## src/include/lcr_pkg.sv

```systemverilog
// constants, types and the rule overview for the lcd command register block
// Overview of operation
// - increment control holds timing, row step, column step; zero at reset; read at A.
// - timing 0 steps on writes and reads; timing 1 steps on writes only.
// - row:column bits pick none, column only, row only, or both together.
// - with both step bits clear, X and Y never change on RAM access.
// - column-only mode increments X, or decrements it when mirrored, with wrap.
// - row-only mode increments Y with wrap, whatever the mirror setting.
// - cooperative mode steps X each access; an access at RAM column 0FH also increments Y.
// - power control one holds bias, power-save, graphic supply, initialise; read at B.
// - initialise resets internal circuits in master mode only; reads back as zero.
// - graphic supply bit turns booster and converter on or off.
// - power-save stops oscillator, supplies, drive, external clock; keeps RAM and mode.
// - bias bit picks 1/9 or 1/7 graphic bias; segment bias fixed at 1/3.
// - four-bit drive voltage code, sixteen steps, all ones after reset.
// - power control three holds icon, icon clock source, segment supply; read at E.
// - extended bank code E holds duty ratio and boost ratio; zero at reset.
// - boost code 00 four times, 01 three, 10 two, 11 prohibited.
// - bank select writable from either bank, bit 0, read at F.
// - read pointer resets to C; host sets it before reading a register.
// - register read returns selected register on D3 to D0.
// - X spans 00H to 0FH, Y spans 00H to 3FH.
// - column mirror maps host X to RAM columns in normal or reversed order.
// - command/data select low goes to RAM, high to command registers.
`default_nettype none
package lcr_pkg;
  // command codes in D7..D4
  localparam logic [3:0] CMD_INC_CTRL = 4'ha;
  localparam logic [3:0] CMD_PWR_ONE = 4'hb;
  localparam logic [3:0] CMD_READ_PTR = 4'hc;
  localparam logic [3:0] CMD_DRIVE_VOLT = 4'hd;
  localparam logic [3:0] CMD_PWR_THREE = 4'he;
  localparam logic [3:0] CMD_BANK_SEL = 4'hf;
  // read addresses
  localparam logic [3:0] RADDR_INC_CTRL = 4'ha;
  localparam logic [3:0] RADDR_PWR_ONE = 4'hb;
  localparam logic [3:0] RADDR_DRIVE_VOLT = 4'hd;
  localparam logic [3:0] RADDR_PWR_THREE = 4'he;
  localparam logic [3:0] RADDR_BANK_SEL = 4'hf;
  // reset values
  localparam logic [3:0] RST_INC_CTRL = 4'h0;
  localparam logic [3:0] RST_PWR_ONE = 4'h0;
  localparam logic [3:0] RST_DRIVE_VOLT = 4'hf;
  localparam logic [3:0] RST_PWR_THREE = 4'h0;
  localparam logic [3:0] RST_DUTY_BOOST = 4'h0;
  localparam logic [3:0] RST_BANK_SEL = 4'h0;
  localparam logic [3:0] RST_READ_PTR = 4'hc;
  // field positions
  localparam int INC_COL_BIT = 0;
  localparam int INC_ROW_BIT = 1;
  localparam int INC_TIMING_BIT = 2;
  localparam int PWR1_INIT_BIT = 0;
  localparam int PWR1_SUPPLY_BIT = 1;
  localparam int PWR1_SAVE_BIT = 2;
  localparam int PWR1_BIAS_BIT = 3;
  localparam int PWR3_ICON_BIT = 0;
  localparam int PWR3_EXTCLK_BIT = 1;
  localparam int PWR3_SEGSUP_BIT = 3;
  localparam int BANK_BIT = 0;
  // writable masks: undefined bits store as zero
  localparam logic [3:0] MASK_INC_CTRL = 4'h7;
  localparam logic [3:0] MASK_PWR_ONE = 4'he;
  localparam logic [3:0] MASK_PWR_THREE = 4'hb;
  localparam logic [3:0] MASK_BANK_SEL = 4'h1;
  // address limits
  localparam logic [3:0] X_MIN = 4'h0;
  localparam logic [3:0] X_MAX = 4'hf;
  localparam logic [5:0] Y_MIN = 6'h00;
  localparam logic [5:0] Y_MAX = 6'h3f;
  localparam logic [3:0] NIBBLE_ZERO = 4'h0;

  typedef enum logic [3:0] {
    STEP_NONE = 4'b0001,
    STEP_COL = 4'b0010,
    STEP_ROW = 4'b0100,
    STEP_BOTH = 4'b1000
  } lcr_step_e;

  typedef struct packed {
    logic commandDataSelect;
    logic write;
    logic read;
    logic [7:0] data;
  } lcr_host_req_s;

  typedef struct packed {
    logic xLoad;
    logic [3:0] xValue;
    logic yLoad;
    logic [5:0] yValue;
  } lcr_addr_load_s;
endpackage : lcr_pkg
`default_nettype wire

```

## src/verilog/lcr_command_regs.sv

```systemverilog
// command register file, ram address stepping and power controls
`timescale 1ns/1ps
`default_nettype none
module lcr_command_regs (
  input wire logic core_clk,
  input wire logic rstn,
  input wire logic clkEn,
  input wire lcr_pkg::lcr_host_req_s hostReq,
  input wire lcr_pkg::lcr_addr_load_s addrLoad,
  input wire logic columnMirror,
  input wire logic masterMode,
  input wire logic [7:0] ramReadData,
  output logic [7:0] hostReadData,
  output logic ramWriteStrobe,
  output logic ramReadStrobe,
  output logic [3:0] ramColumn,
  output logic [5:0] ramRow,
  output logic [7:0] ramWriteData,
  output logic [3:0] columnAddr,
  output logic [5:0] rowAddr,
  output logic internalInitPulse,
  output logic oscillatorRun,
  output logic driverOutputsGround,
  output logic externalClockAccept,
  output logic graphicSupplyOn,
  output logic graphicBiasSeventh,
  output logic segmentSupplyOn,
  output logic iconEnable,
  output logic iconClockExternal,
  output logic [3:0] driveVoltageCode,
  output logic [1:0] dutyRatioSelect,
  output logic [1:0] boostRatioSelect,
  output logic extendedBankSelect
);

  // step mode from the two step bits
  function automatic lcr_pkg::lcr_step_e stepDecode(input logic row, input logic col);
    lcr_pkg::lcr_step_e mode;
    mode = lcr_pkg::STEP_NONE;
    case ({row, col})
      2'b01: mode = lcr_pkg::STEP_COL;
      2'b10: mode = lcr_pkg::STEP_ROW;
      2'b11: mode = lcr_pkg::STEP_BOTH;
      default: mode = lcr_pkg::STEP_NONE;
    endcase
    return mode;
  endfunction : stepDecode

  // host X to ram column, reversed when mirrored
  function automatic logic [3:0] mapColumn(input logic mirror, input logic [3:0] x);
    return mirror ? (lcr_pkg::X_MAX - x) : x;
  endfunction : mapColumn

  // write strobe for one command code within the bank that owns it
  function automatic logic codeWrite(input logic strobe, input logic bankOk,
    input logic [3:0] code, input logic [3:0] want);
    return strobe & bankOk & (code == want);
  endfunction : codeWrite

  logic [3:0] incCtrl_r;
  logic [3:0] pwrOne_r;
  logic [3:0] driveVolt_r;
  logic [3:0] pwrThree_r;
  logic [3:0] dutyBoost_r;
  logic [3:0] bankSel_r;
  logic [3:0] readPtr_r;
  logic [3:0] xAddr_r;
  logic [5:0] yAddr_r;
  logic [3:0] xAddr_nxt;
  logic [5:0] yAddr_nxt;
  logic [7:0] hostReadData_r;
  logic ramWrite_r;
  logic ramRead_r;
  logic [3:0] ramColumn_r;
  logic [5:0] ramRow_r;
  logic [7:0] ramWriteData_r;
  logic initPulse_r;

  // bus decode
  wire logic [3:0] cmdCode;
  wire logic [3:0] cmdArg;
  wire logic regWrite;
  wire logic regRead;
  wire logic ramWrite;
  wire logic ramRead;
  wire logic bankZero;
  wire logic wrIncCtrl;
  wire logic wrPwrOne;
  wire logic wrReadPtr;
  wire logic wrDriveVolt;
  wire logic wrPwrThree;
  wire logic wrDutyBoost;
  wire logic wrBankSel;
  wire logic initRequest;

  assign cmdCode = hostReq.data[7:4];
  assign cmdArg = hostReq.data[3:0];
  assign regWrite = hostReq.write & hostReq.commandDataSelect;
  assign regRead = hostReq.read & hostReq.commandDataSelect;
  assign ramWrite = hostReq.write & ~hostReq.commandDataSelect;
  assign ramRead = hostReq.read & ~hostReq.commandDataSelect;

  // codes A to D only answer in the base bank; in the extended bank code E writes the duty and boost register
  assign bankZero = ~bankSel_r[lcr_pkg::BANK_BIT];
  assign wrIncCtrl = codeWrite(regWrite, bankZero, cmdCode, lcr_pkg::CMD_INC_CTRL);
  assign wrPwrOne = codeWrite(regWrite, bankZero, cmdCode, lcr_pkg::CMD_PWR_ONE);
  assign wrReadPtr = codeWrite(regWrite, bankZero, cmdCode, lcr_pkg::CMD_READ_PTR);
  assign wrDriveVolt = codeWrite(regWrite, bankZero, cmdCode, lcr_pkg::CMD_DRIVE_VOLT);
  assign wrPwrThree = codeWrite(regWrite, bankZero, cmdCode, lcr_pkg::CMD_PWR_THREE);
  assign wrDutyBoost = codeWrite(regWrite, ~bankZero, cmdCode, lcr_pkg::CMD_PWR_THREE);
  assign wrBankSel = regWrite & (cmdCode == lcr_pkg::CMD_BANK_SEL);
  assign initRequest = wrPwrOne & cmdArg[lcr_pkg::PWR1_INIT_BIT] & masterMode;

  // stepping decode
  wire lcr_pkg::lcr_step_e stepMode;
  wire logic stepQualify;
  wire logic [3:0] xStepped;
  wire logic [5:0] yStepped;
  wire logic atLastColumn;

  assign stepMode = stepDecode(incCtrl_r[lcr_pkg::INC_ROW_BIT], incCtrl_r[lcr_pkg::INC_COL_BIT]);
  // read stepping gated by timing bit
  assign stepQualify = ramWrite | (ramRead & ~incCtrl_r[lcr_pkg::INC_TIMING_BIT]);
  assign xStepped = columnMirror ? (xAddr_r - 4'h1) : (xAddr_r + 4'h1);
  // six bits span 00H to 3FH
  assign yStepped = (yAddr_r == lcr_pkg::Y_MAX) ? lcr_pkg::Y_MIN : (yAddr_r + 6'h01);
  assign atLastColumn = mapColumn(columnMirror, xAddr_r) == lcr_pkg::X_MAX;

  always_comb begin
    xAddr_nxt = xAddr_r;
    yAddr_nxt = yAddr_r;
    if (addrLoad.xLoad) begin
      xAddr_nxt = addrLoad.xValue;
    end
    if (addrLoad.yLoad) begin
      yAddr_nxt = addrLoad.yValue;
    end
    // a step in the load cycle wins and starts from the old address
    if (stepQualify) begin
      case (stepMode)
        lcr_pkg::STEP_COL: begin
          xAddr_nxt = xStepped;
        end
        lcr_pkg::STEP_ROW: begin
          yAddr_nxt = yStepped;
        end
        lcr_pkg::STEP_BOTH: begin
          xAddr_nxt = xStepped;
          yAddr_nxt = atLastColumn ? yStepped : yAddr_r;
        end
        default: begin
          xAddr_nxt = xAddr_r;
          yAddr_nxt = yAddr_r;
        end
      endcase
    end
  end

  // read back mux
  wire logic [3:0] readSel;
  wire logic [3:0] pwrThreeView;

  // code E shows the register of the current bank
  assign pwrThreeView = bankZero ? pwrThree_r : dutyBoost_r;
  assign readSel =
    (readPtr_r == lcr_pkg::RADDR_INC_CTRL) ? incCtrl_r :
    (readPtr_r == lcr_pkg::RADDR_PWR_ONE) ? pwrOne_r :
    (readPtr_r == lcr_pkg::RADDR_DRIVE_VOLT) ? driveVolt_r :
    (readPtr_r == lcr_pkg::RADDR_PWR_THREE) ? pwrThreeView :
    (readPtr_r == lcr_pkg::RADDR_BANK_SEL) ? bankSel_r : lcr_pkg::NIBBLE_ZERO;

  // control registers; initialise returns them to defaults too
  always_ff @(posedge core_clk) begin
    if (!rstn) begin
      incCtrl_r <= lcr_pkg::RST_INC_CTRL;
      pwrOne_r <= lcr_pkg::RST_PWR_ONE;
      driveVolt_r <= lcr_pkg::RST_DRIVE_VOLT;
      pwrThree_r <= lcr_pkg::RST_PWR_THREE;
      dutyBoost_r <= lcr_pkg::RST_DUTY_BOOST;
      bankSel_r <= lcr_pkg::RST_BANK_SEL;
      readPtr_r <= lcr_pkg::RST_READ_PTR;
    end else if (clkEn) begin
      if (initRequest) begin
        incCtrl_r <= lcr_pkg::RST_INC_CTRL;
        pwrOne_r <= lcr_pkg::RST_PWR_ONE;
        driveVolt_r <= lcr_pkg::RST_DRIVE_VOLT;
        pwrThree_r <= lcr_pkg::RST_PWR_THREE;
        dutyBoost_r <= lcr_pkg::RST_DUTY_BOOST;
        bankSel_r <= lcr_pkg::RST_BANK_SEL;
        readPtr_r <= lcr_pkg::RST_READ_PTR;
      end else begin
        if (wrIncCtrl) begin
          incCtrl_r <= cmdArg & lcr_pkg::MASK_INC_CTRL;
        end
        if (wrPwrOne) begin
          pwrOne_r <= cmdArg & lcr_pkg::MASK_PWR_ONE;
        end
        if (wrDriveVolt) begin
          driveVolt_r <= cmdArg;
        end
        if (wrPwrThree) begin
          pwrThree_r <= cmdArg & lcr_pkg::MASK_PWR_THREE;
        end
        if (wrDutyBoost) begin
          dutyBoost_r <= cmdArg;
        end
        if (wrBankSel) begin
          bankSel_r <= cmdArg & lcr_pkg::MASK_BANK_SEL;
        end
        if (wrReadPtr) begin
          readPtr_r <= cmdArg;
        end
      end
    end
  end

  // addresses, ram strobes and read data
  always_ff @(posedge core_clk) begin
    if (!rstn) begin
      xAddr_r <= lcr_pkg::X_MIN;
      yAddr_r <= lcr_pkg::Y_MIN;
      hostReadData_r <= 8'h00;
      ramWrite_r <= 1'b0;
      ramRead_r <= 1'b0;
      ramColumn_r <= lcr_pkg::X_MIN;
      ramRow_r <= lcr_pkg::Y_MIN;
      ramWriteData_r <= 8'h00;
      initPulse_r <= 1'b0;
    end else if (clkEn) begin
      xAddr_r <= xAddr_nxt;
      yAddr_r <= yAddr_nxt;
      ramWrite_r <= ramWrite;
      ramRead_r <= ramRead;
      ramColumn_r <= mapColumn(columnMirror, xAddr_r);
      ramRow_r <= yAddr_r;
      if (ramWrite) begin
        ramWriteData_r <= hostReq.data;
      end
      initPulse_r <= initRequest;
      if (regRead) begin
        hostReadData_r <= {lcr_pkg::NIBBLE_ZERO, readSel};
      end else if (ramRead) begin
        hostReadData_r <= ramReadData;
      end
    end
  end

  // power-save only gates outputs here; the stored mode survives it
  wire logic powerSave;
  assign powerSave = pwrOne_r[lcr_pkg::PWR1_SAVE_BIT];

  assign hostReadData = hostReadData_r;
  assign ramWriteStrobe = ramWrite_r;
  assign ramReadStrobe = ramRead_r;
  assign ramColumn = ramColumn_r;
  assign ramRow = ramRow_r;
  assign ramWriteData = ramWriteData_r;
  assign columnAddr = xAddr_r;
  assign rowAddr = yAddr_r;
  assign internalInitPulse = initPulse_r;
  // power-save stops clocks, supplies and drive; registers untouched
  assign oscillatorRun = ~powerSave;
  assign driverOutputsGround = powerSave;
  assign externalClockAccept = ~powerSave;
  assign graphicSupplyOn = pwrOne_r[lcr_pkg::PWR1_SUPPLY_BIT] & ~powerSave;
  // high means 1/7, segment bias is fixed outside this block
  assign graphicBiasSeventh = pwrOne_r[lcr_pkg::PWR1_BIAS_BIT];
  assign segmentSupplyOn = pwrThree_r[lcr_pkg::PWR3_SEGSUP_BIT] & ~powerSave;
  assign iconEnable = pwrThree_r[lcr_pkg::PWR3_ICON_BIT];
  assign iconClockExternal = pwrThree_r[lcr_pkg::PWR3_EXTCLK_BIT];
  assign driveVoltageCode = driveVolt_r;
  assign dutyRatioSelect = dutyBoost_r[3:2];
  // code passed as written, 11 is the host's to avoid
  assign boostRatioSelect = dutyBoost_r[1:0];
  assign extendedBankSelect = bankSel_r[lcr_pkg::BANK_BIT];

endmodule : lcr_command_regs
`default_nettype wire

```

## config.mk

```make
export PLATFORM = sky130hd
export DESIGN_NAME = lcr_command_regs
export DESIGN_NICKNAME = d
export VERILOG_FILES = /design/src/include/lcr_pkg.sv /design/src/verilog/lcr_command_regs.sv
export SDC_FILE = /design/constraint.sdc
export NUM_CORES = 1
export LEC_CHECK = 0
export ABC_CLOCK_PERIOD_IN_PS = 1800
export BUFFER_PORTS_ARGS = -buffer_cell sky130_fd_sc_hd__clkbuf_2
export CAP_MARGIN = 15
export CORE_ASPECT_RATIO = 1.4
export CORE_MARGIN = 1.5
export CORE_UTILIZATION = 52
export CTS_CLUSTER_SIZE = 14
export DETAILED_ROUTE_END_ITERATION = 16
export GPL_TIMING_DRIVEN = 0
export PLACE_DENSITY = 0.85
export SYNTH_ARGS = -nofsm -noshare
export SYNTH_HDL_FRONTEND = slang
export SYNTH_SLANG_ARGS = --single-unit
```

## constraint.sdc

```tcl
create_clock -name core_clk -period 1.8 [get_ports core_clk]
set_input_delay 0.09 -clock core_clk [delete_from_list [all_inputs] [get_ports core_clk]]
set_output_delay 0.09 -clock core_clk [all_outputs]
set_load 0.03 [all_outputs]
```

==> implementation parameters, run 1 <==
Parameter                              Value

Timing
  Final setup fails ... 0
  Final Hold Fails ... 0
  WHS ... 0.0349 ns
  Final worst slack ... ~0.077 ns
  Worst max-slew margin expressed relative to the limit ... around 55%
  RSZ-0062 raised after global routing ... true
  Worst-case clock skew ... approximately 0.0076 ns
  Worst-margin pin slew ... just under 0.7 ns
  Share of the clock period used by the worst path after layout ... between 90% and 100%
  Min cycle time layout ... approximately 1.7 ns
  Highest Clock Rate ... ~0.58 GHz
  Summed negative setup slack over all endpoints ... 0 ns
  Final-report max-slew violation count ... 0

Worst setup path
  Type of the worst setup path ... reg -> reg
  Max Fanout on Critical Path ... 10
  Slowest CP cell ... dfxtp_2
  CP Data Required Time ... about 2.0 ns
  Worst setup SP type ... flop
  Endpoint class of the critical path ... flop
  Max stage delay on crit path ... roughly 0.37 ns
  Data arrival at the endpoint of the critical path ... around 2.0 ns
  Cell-by-cell listing of the critical path ... inv_1, ha_1, o221a_2, buf_2, o211ai_2, inv_1, o221a_2

Power and ir drop
  Post-layout total power ... 3.33 mW
  Gate power share ... 12.5%
  Switch Pwr ... between 0.8 and 0.9 mW
  Leakage power total ... between 1.5 and 2 nW
  Max VDD drop ... between 500 and 600 µV
  P_int ... 2.49 mW
  Switching fraction of total power ... between 20 and 30%
  Share of power burned in registers ... between 40% and 50%
  Power per standard cell area ... 841 nW/µm²
  Share of power burned in the clock network ... approximately 45%

Floorplanning
  Die W ... 68.8 µm
  Cell row count ... 33
  Total die area ... around 6500 µm²
  Std-Cell Core Area ... 5860 µm²
  Number of placed I/O pins ... 92
  Effective utilization at floorplan ... 53.7%
  Vertical die dimension ... between 90 and 100 µm

Logic synthesis
  Number of storage elements in the synthesis netlist ... 61
  Share of async-settable or async-resettable flops after synthesis ... 0%
  Count of unique library cells instantiated by Yosys ... 55
  Mean post-synth cell area ... 8.47 µm²
  Number of enable-type register cells in the synthesized netlist ... 0
  Syn nets ... 416
  Gate Count Post-Synth ... 372
  Yosys warning count ... 0
  Post-Synthesis Cell Area ... about 3100 µm²
  Top FF cell, synth ... dfxtp_1
  Part of the Yosys area used for sequential elements ... about two fifths

Placed design
  Placer congestion estimate ... 0.862
  Detailed placer's ending HPWL ... a little over 6 mm
  Minimum setup slack after placement ... -0.0277 ns
  Placed insts ... around 530
  # port buffers ... ~90
  DP Area ... roughly 3700 µm²

Layout
  Diodes inserted ... 0
  Register area ... approximately 1200 µm²
  Commonest non-fill, non-tap cell in the layout ... clkbuf_2
  Final standard cell count with taps included and fillers excluded ... roughly 550
  Most frequent cells in the layout ... 89 x clkbuf_2, 59 x dfxtp_1, 46 x nor2_1
  Area grow syn2layout ... 25.7%
  Fraction of the core area covered by cells at the end of the flow ... roughly two thirds
  Non-Filler Cell Area, Final ... 3960 µm²
  Area of combinational cells with multiple inputs ... approximately 1800 µm²
  Fraction of final layout cells sized beyond drive strength 1 ... around 28%
  Number of nets in the final layout ... around 520
  Fillcell total ... approximately 500

Drt
  Starting DRT DRC Count ... between 150 and 200
  Router iterations before antenna repair ... 5
  DRC Markers ... 0
  Number of vias in the routed layout ... 3150
  Post-detailed-route via-to-cell ratio ... between 5 and 6
  Wire length per cell ... approximately 15 µm
  Final wirelength ... roughly 8.5 mm
  Antenna violation net count after detailed routing ... 0

Clock tree
  Number of buffers inserted during clock tree synthesis ... 9
  Clock insertion delay at the later pin of the skew report ... around 0.34 ns
  Register clock-pin slew on the reported worst setup and hold paths ... approximately 0.06 ns
  TritonCTS clock tree ... yes
  Maximum count of clock buffers along a single path ... 2
  Max H-tree Level ... 3
  Clock sink count ... between 60 and 70
  Hold buffer count at CTS ... 0
  Cell chosen for the clock root ... clkbuf_8

Global routing
  First-pass GRT wire length ... 12.9 mm
  All-layer global routing usage ... between 20% and 30%
  Number of global-route vias before repair ... 2760
  Largest net degree at the start of global routing ... 11
  GRT Residual Overflow ... 0
  Antenna violations before repair ... 0

Job
  Max-cap violations ... 0

Outcome
  Run status ... completed

Hold path
  Hold Path Class ... in -> reg
synth_stat cells (9+ instances only):
cell type / count / share of area (%)
nor2_1: 46 / 5.5
inv_1: 16 / 1.9
dfxtp_1: 61 / 39
nor2b_1: 12 / 2.4
nand3_1: 18 / 2.9
o21ai_0: 18 / 2.9
a21oi_1: 25 / 4.0
and3_1: 9 / 1.8
nand2_1: 27 / 3.2
mux2i_1: 34 / 11
nor3_1: 11 / 1.7
path summary, 6_finish.rpt:
| kind | slack, ns | endpoint | start | depth (start not counted) |
|---|---|---|---|---|
| worst max-delay path | 0.08 | columnAddr[2] | incCtrl_r[1] | 7 |
| worst min-delay path | 0.03 | ramWriteData[7] | hostReq[7] | 3 |
| worst max register to register | 0.08 | columnAddr[2] | incCtrl_r[1] | 7 |
| worst min register to register | 0.46 | hostReadData[2] | hostReadData[2] | 2 |
power groups by stage:
stage,sequential (mW),clock [mW],combinational [mW]
2_1_floorplan,1.52,0,0.194
3_3_place_gp,1.45,0,0.396
3_5_place_dp,1.45,0,0.403
4_1_cts,1.42,1.49,0.411
5_1_grt,1.43,1.56,0.450
6_report,1.42,1.49,0.416
cell families (layout without fill, tap and decap cells):
logic type,after synthesis,after routing,synth area share [%]
DFF,61,61,38.8
AOI/OAI and AO/OA,82,82,17.4
muxes,35,35,11.2
xor gates and xnor gates,4,4,1.11
and+or+nand+nor,144,144,22.8
adders and majority gates,8,8,3.42
buffers and inverters,38,143,5.28
registers in the layout, indices dropped and copies added, names as in the netlist:
signal / cells
driveVoltageCode: 4
ramWriteStrobe: 1
ramWriteData: 8
bankSel_r: 1
ramRow: 6
rowAddr: 6
ramReadStrobe: 1
ramColumn: 4
columnAddr: 4
hostReadData: 8
pwrOne_r: 3
internalInitPulse: 1
incCtrl_r: 3
pwrThree_r: 3
dutyBoost_r: 4
readPtr_r: 4
critical path, delay by kind of cell, from the launching register on:
family / cells / cell delay, ns
compound gates: 3 / 0.74
fa+ha+maj: 1 / 0.17
buf+inv: 3 / 0.34
flops: 1 / 0.37
area by class of cell:
class / instances / area share [%]
clock buffers: 12 / 3.67
well taps: 70 / 2.21
repair buffers: 89 / 11.3
flip-flops and latches: 61 / 30.9
plain buffers: 21 / 2.75
multi-input cells: 273 / 45.2
clock inverters: 4 / 2.40
inverters: 17 / 1.61
timing repair:
action	CTS	global route
pin swaps	0	1
buffers inserted	0	0
resized for setup	2	7
endpoints found under the setup margin	3	7
routing by layer:
layer / global-route usage [%] / up-vias / wire length [µm]
met1: 33.4 / 1489 / 3550
met2: 42.0 / 118 / 4170
met3: 5.90 / 19 / 574
met5: 0 / - / 0
li1: - / 1524 / -
met4: 9.97 / 0 / 171
Power figures use the tool's default switching activity.
==> inputs of run 2 (changes only) <==
--- a/config.mk
+++ b/config.mk
@@ -10,11 +10,13 @@
 export CAP_MARGIN = 15
 export CORE_ASPECT_RATIO = 1.4
 export CORE_MARGIN = 1.5
-export CORE_UTILIZATION = 52
+export CORE_UTILIZATION = 54
+export CTS_BUF_LIST = sky130_fd_sc_hd__clkbuf_4 sky130_fd_sc_hd__clkbuf_8
 export CTS_CLUSTER_SIZE = 14
 export DETAILED_ROUTE_END_ITERATION = 16
 export GPL_TIMING_DRIVEN = 0
-export PLACE_DENSITY = 0.85
+export PLACE_DENSITY = 0.88
+export RECOVER_POWER = 100
 export SYNTH_ARGS = -nofsm -noshare
 export SYNTH_HDL_FRONTEND = slang
 export SYNTH_SLANG_ARGS = --single-unit
==> implementation parameters, run 2 (synthesized netlist as in run 1, its figures left out) <==
Parameter                              Value

Global routing
  All-layer global routing usage ... 28.4% (was 26.1%)
  GRT Residual Overflow ... 0 (unchanged)
  Largest net degree at the start of global routing ... 11 (unchanged)
  Antenna violations before repair ... 0 (unchanged)
  First-pass GRT wire length ... 13.6 mm (was 12.9 mm)
  Number of global-route vias before repair ... 2870 (was 2760)

Power and ir drop
  Gate power share ... 12.4% (was 12.5%)
  Max VDD drop ... 544 µV (was 533 µV)
  Power per standard cell area ... 842 nW/µm² (was 841 nW/µm²)
  Share of power burned in registers ... 43.8% (was 42.8%)
  Switching fraction of total power ... 26.4% (was 25.1%)
  Share of power burned in the clock network ... 43.8% (was 44.7%)
  Post-layout total power ... 3.25 mW (was 3.33 mW)
  P_int ... 2.39 mW (was 2.49 mW)
  Leakage power total ... 1.64 nW (was 1.84 nW)
  Switch Pwr ... 0.858 mW (was 0.836 mW)

Clock tree
  TritonCTS clock tree ... yes (unchanged)
  Cell chosen for the clock root ... clkbuf_8 (unchanged)
  Number of buffers inserted during clock tree synthesis ... 9 (unchanged)
  Maximum count of clock buffers along a single path ... 2 (unchanged)
  Max H-tree Level ... 3 (unchanged)
  Clock sink count ... 61 (unchanged)
  Register clock-pin slew on the reported worst setup and hold paths ... 0.07 ns (was 0.06 ns)
  Count of buffers added by post-CTS timing repair for setup ... 0 (unchanged)
  Hold buffer count at CTS ... 0 (unchanged)
  Clock insertion delay at the later pin of the skew report ... 0.36 ns (was 0.34 ns)

Worst setup path
  Slowest CP cell ... dfxtp_4 (was dfxtp_2)
  Worst setup SP type ... flop (unchanged)
  Data arrival at the endpoint of the critical path ... 1.97 ns (was 1.95 ns)
  CP Data Required Time ... 2.05 ns (was 2.03 ns)
  Type of the worst setup path ... reg -> reg (unchanged)
  Cell-by-cell listing of the critical path ... inv_1, ha_1, o221a_2, buf_2, o211ai_2, inv_1, o221a_2 (unchanged)
  Max stage delay on crit path ... 0.38 ns (was 0.37 ns)
  Endpoint class of the critical path ... flop (unchanged)
  Max Fanout on Critical Path ... 10 (unchanged)

Placed design
  DP Area ... 3680 µm² (about the same)
  Minimum setup slack after placement ... -0.0190 ns (was -0.0277 ns)
  Placer congestion estimate ... 0.882 (was 0.862)
  # port buffers ... 89 (unchanged)
  Detailed placer's ending HPWL ... 6.27 mm (was 6.10 mm)

Timing
  Share of the clock period used by the worst path after layout ... 95.3% (was 95.7%)
  Final Hold Fails ... 0 (unchanged)
  Worst-case clock skew ... 0.00363 ns (was 0.00760 ns)
  Final-report max-slew violation count ... 0 (unchanged)
  Final worst slack ... 0.0847 ns (was 0.0770 ns)
  RSZ-0062 raised after global routing ... true (unchanged)
  Worst-margin pin slew ... 0.716 ns (was 0.675 ns)
  Min cycle time layout ... 1.72 ns (about the same)
  Highest Clock Rate ... 0.583 GHz (was 0.580 GHz)
  Final setup fails ... 0 (unchanged)
  Worst max-slew margin expressed relative to the limit ... 51.8% (was 55.0%)

Floorplanning
  Number of placed I/O pins ... 92 (unchanged)
  Effective utilization at floorplan ... 56.6% (was 53.7%)
  Std-Cell Core Area ... 5570 µm² (was 5860 µm²)
  Total die area ... 6310 µm² (was 6540 µm²)
  Vertical die dimension ... 93.4 µm (was 95.1 µm)
  Die W ... 67.5 µm (was 68.8 µm)
  Cell row count ... 32 (was 33)

Layout
  Commonest non-fill, non-tap cell in the layout ... clkbuf_1 (was clkbuf_2)
  Area grow syn2layout ... 22.4% (was 25.7%)
  Most frequent cells in the layout ... 67 x clkbuf_1, 59 x dfxtp_1, 46 x nor2_1 (was 89 x clkbuf_2, 59 x dfxtp_1, 46 x nor2_1)
  Diodes inserted ... 0 (unchanged)
  Non-Filler Cell Area, Final ... 3850 µm² (was 3960 µm²)
  Number of nets in the final layout ... 516 (unchanged)
  Fraction of final layout cells sized beyond drive strength 1 ... 15.3% (was 27.7%)

Drt
  Final wirelength ... 8.75 mm (was 8.47 mm)
  Number of vias in the routed layout ... 3121 (was 3150)
  Post-detailed-route via-to-cell ratio ... 5.73 (was 5.76)
  Starting DRT DRC Count ... 238 (was 196)
  Router iterations before antenna repair ... 5 (unchanged)
  DRC Markers ... 0 (unchanged)
  Antenna violation net count after detailed routing ... 0 (unchanged)
  Wire length per cell ... 16.1 µm (was 15.5 µm)

Hold path
  Hold Path Class ... in -> reg (unchanged)

Job
  Max-cap violations ... 0 (unchanged)

Outcome
  Run status ... completed (unchanged)
-- run 2: worst max-delay path, delay by kind of cell (launching register included) --
kind | cells | cell delay [ns]
buffers and inverters | 3 | 0.34
AOI/OAI and AO/OA | 3 | 0.72
DFF | 1 | 0.38
adders and majority gates | 1 | 0.17
-- run 2: area by class of cell --
cell class,instances,area (µm²)
plain buffers,21,104
fillers,498,1710
clock inverters,4,70.1
multi-input cells,273,1770
inverters,17,63.8
clock buffers,12,159
repair buffers,89,375
well taps,68,85.1
flip-flops and latches,61,1230
-- run 2: per-stage QoR --
stage	std cells	TNS [ns]	util [%]	hold slack, ns
final	545	0	69.3	0.0251
after global routing	545	-0.0235	69.3	0.0817
after CTS	545	0	70.4	0.0337
after detailed placement	529	-0.0415	66.1	0.390
after global placement	529	0	66.1	0.365
after floorplan	372	0	-	0.234
-- run 2: worst paths after layout --
path	from	end	slack, ns	cells past startpoint
setup / recovery	incCtrl_r[1]	columnAddr[2]	0.08	7
hold / removal	ramReadData[3]	hostReadData[3]	0.03	3
setup reg to reg	incCtrl_r[1]	columnAddr[2]	0.08	7
hold reg to reg	hostReadData[2]	hostReadData[2]	0.46	2
-- run 2: power groups by stage --
| stage | sequential (mW) | combinational, mW | clock, mW |
|---|---|---|---|
| floorplan | 1.52 | 0.194 | 0 |
| global placement | 1.45 | 0.397 | 0 |
| detailed placement | 1.45 | 0.407 | 0 |
| CTS | 1.42 | 0.411 | 1.42 |
| global route | 1.43 | 0.438 | 1.47 |
| finish | 1.42 | 0.403 | 1.42 |
-- run 2: metal layers --
metal  GRT usage (%)  wire, µm
met1            34.8      3790
met2            48.0      4290
met3            3.61       454
met4            13.4       221
met5               0         0
-- run 2: timing repair --
action                                  4_1_cts  5_1_grt
endpoints found under the setup margin        5        9
gates resized for setup                       1        7
pin swaps                                     0        1
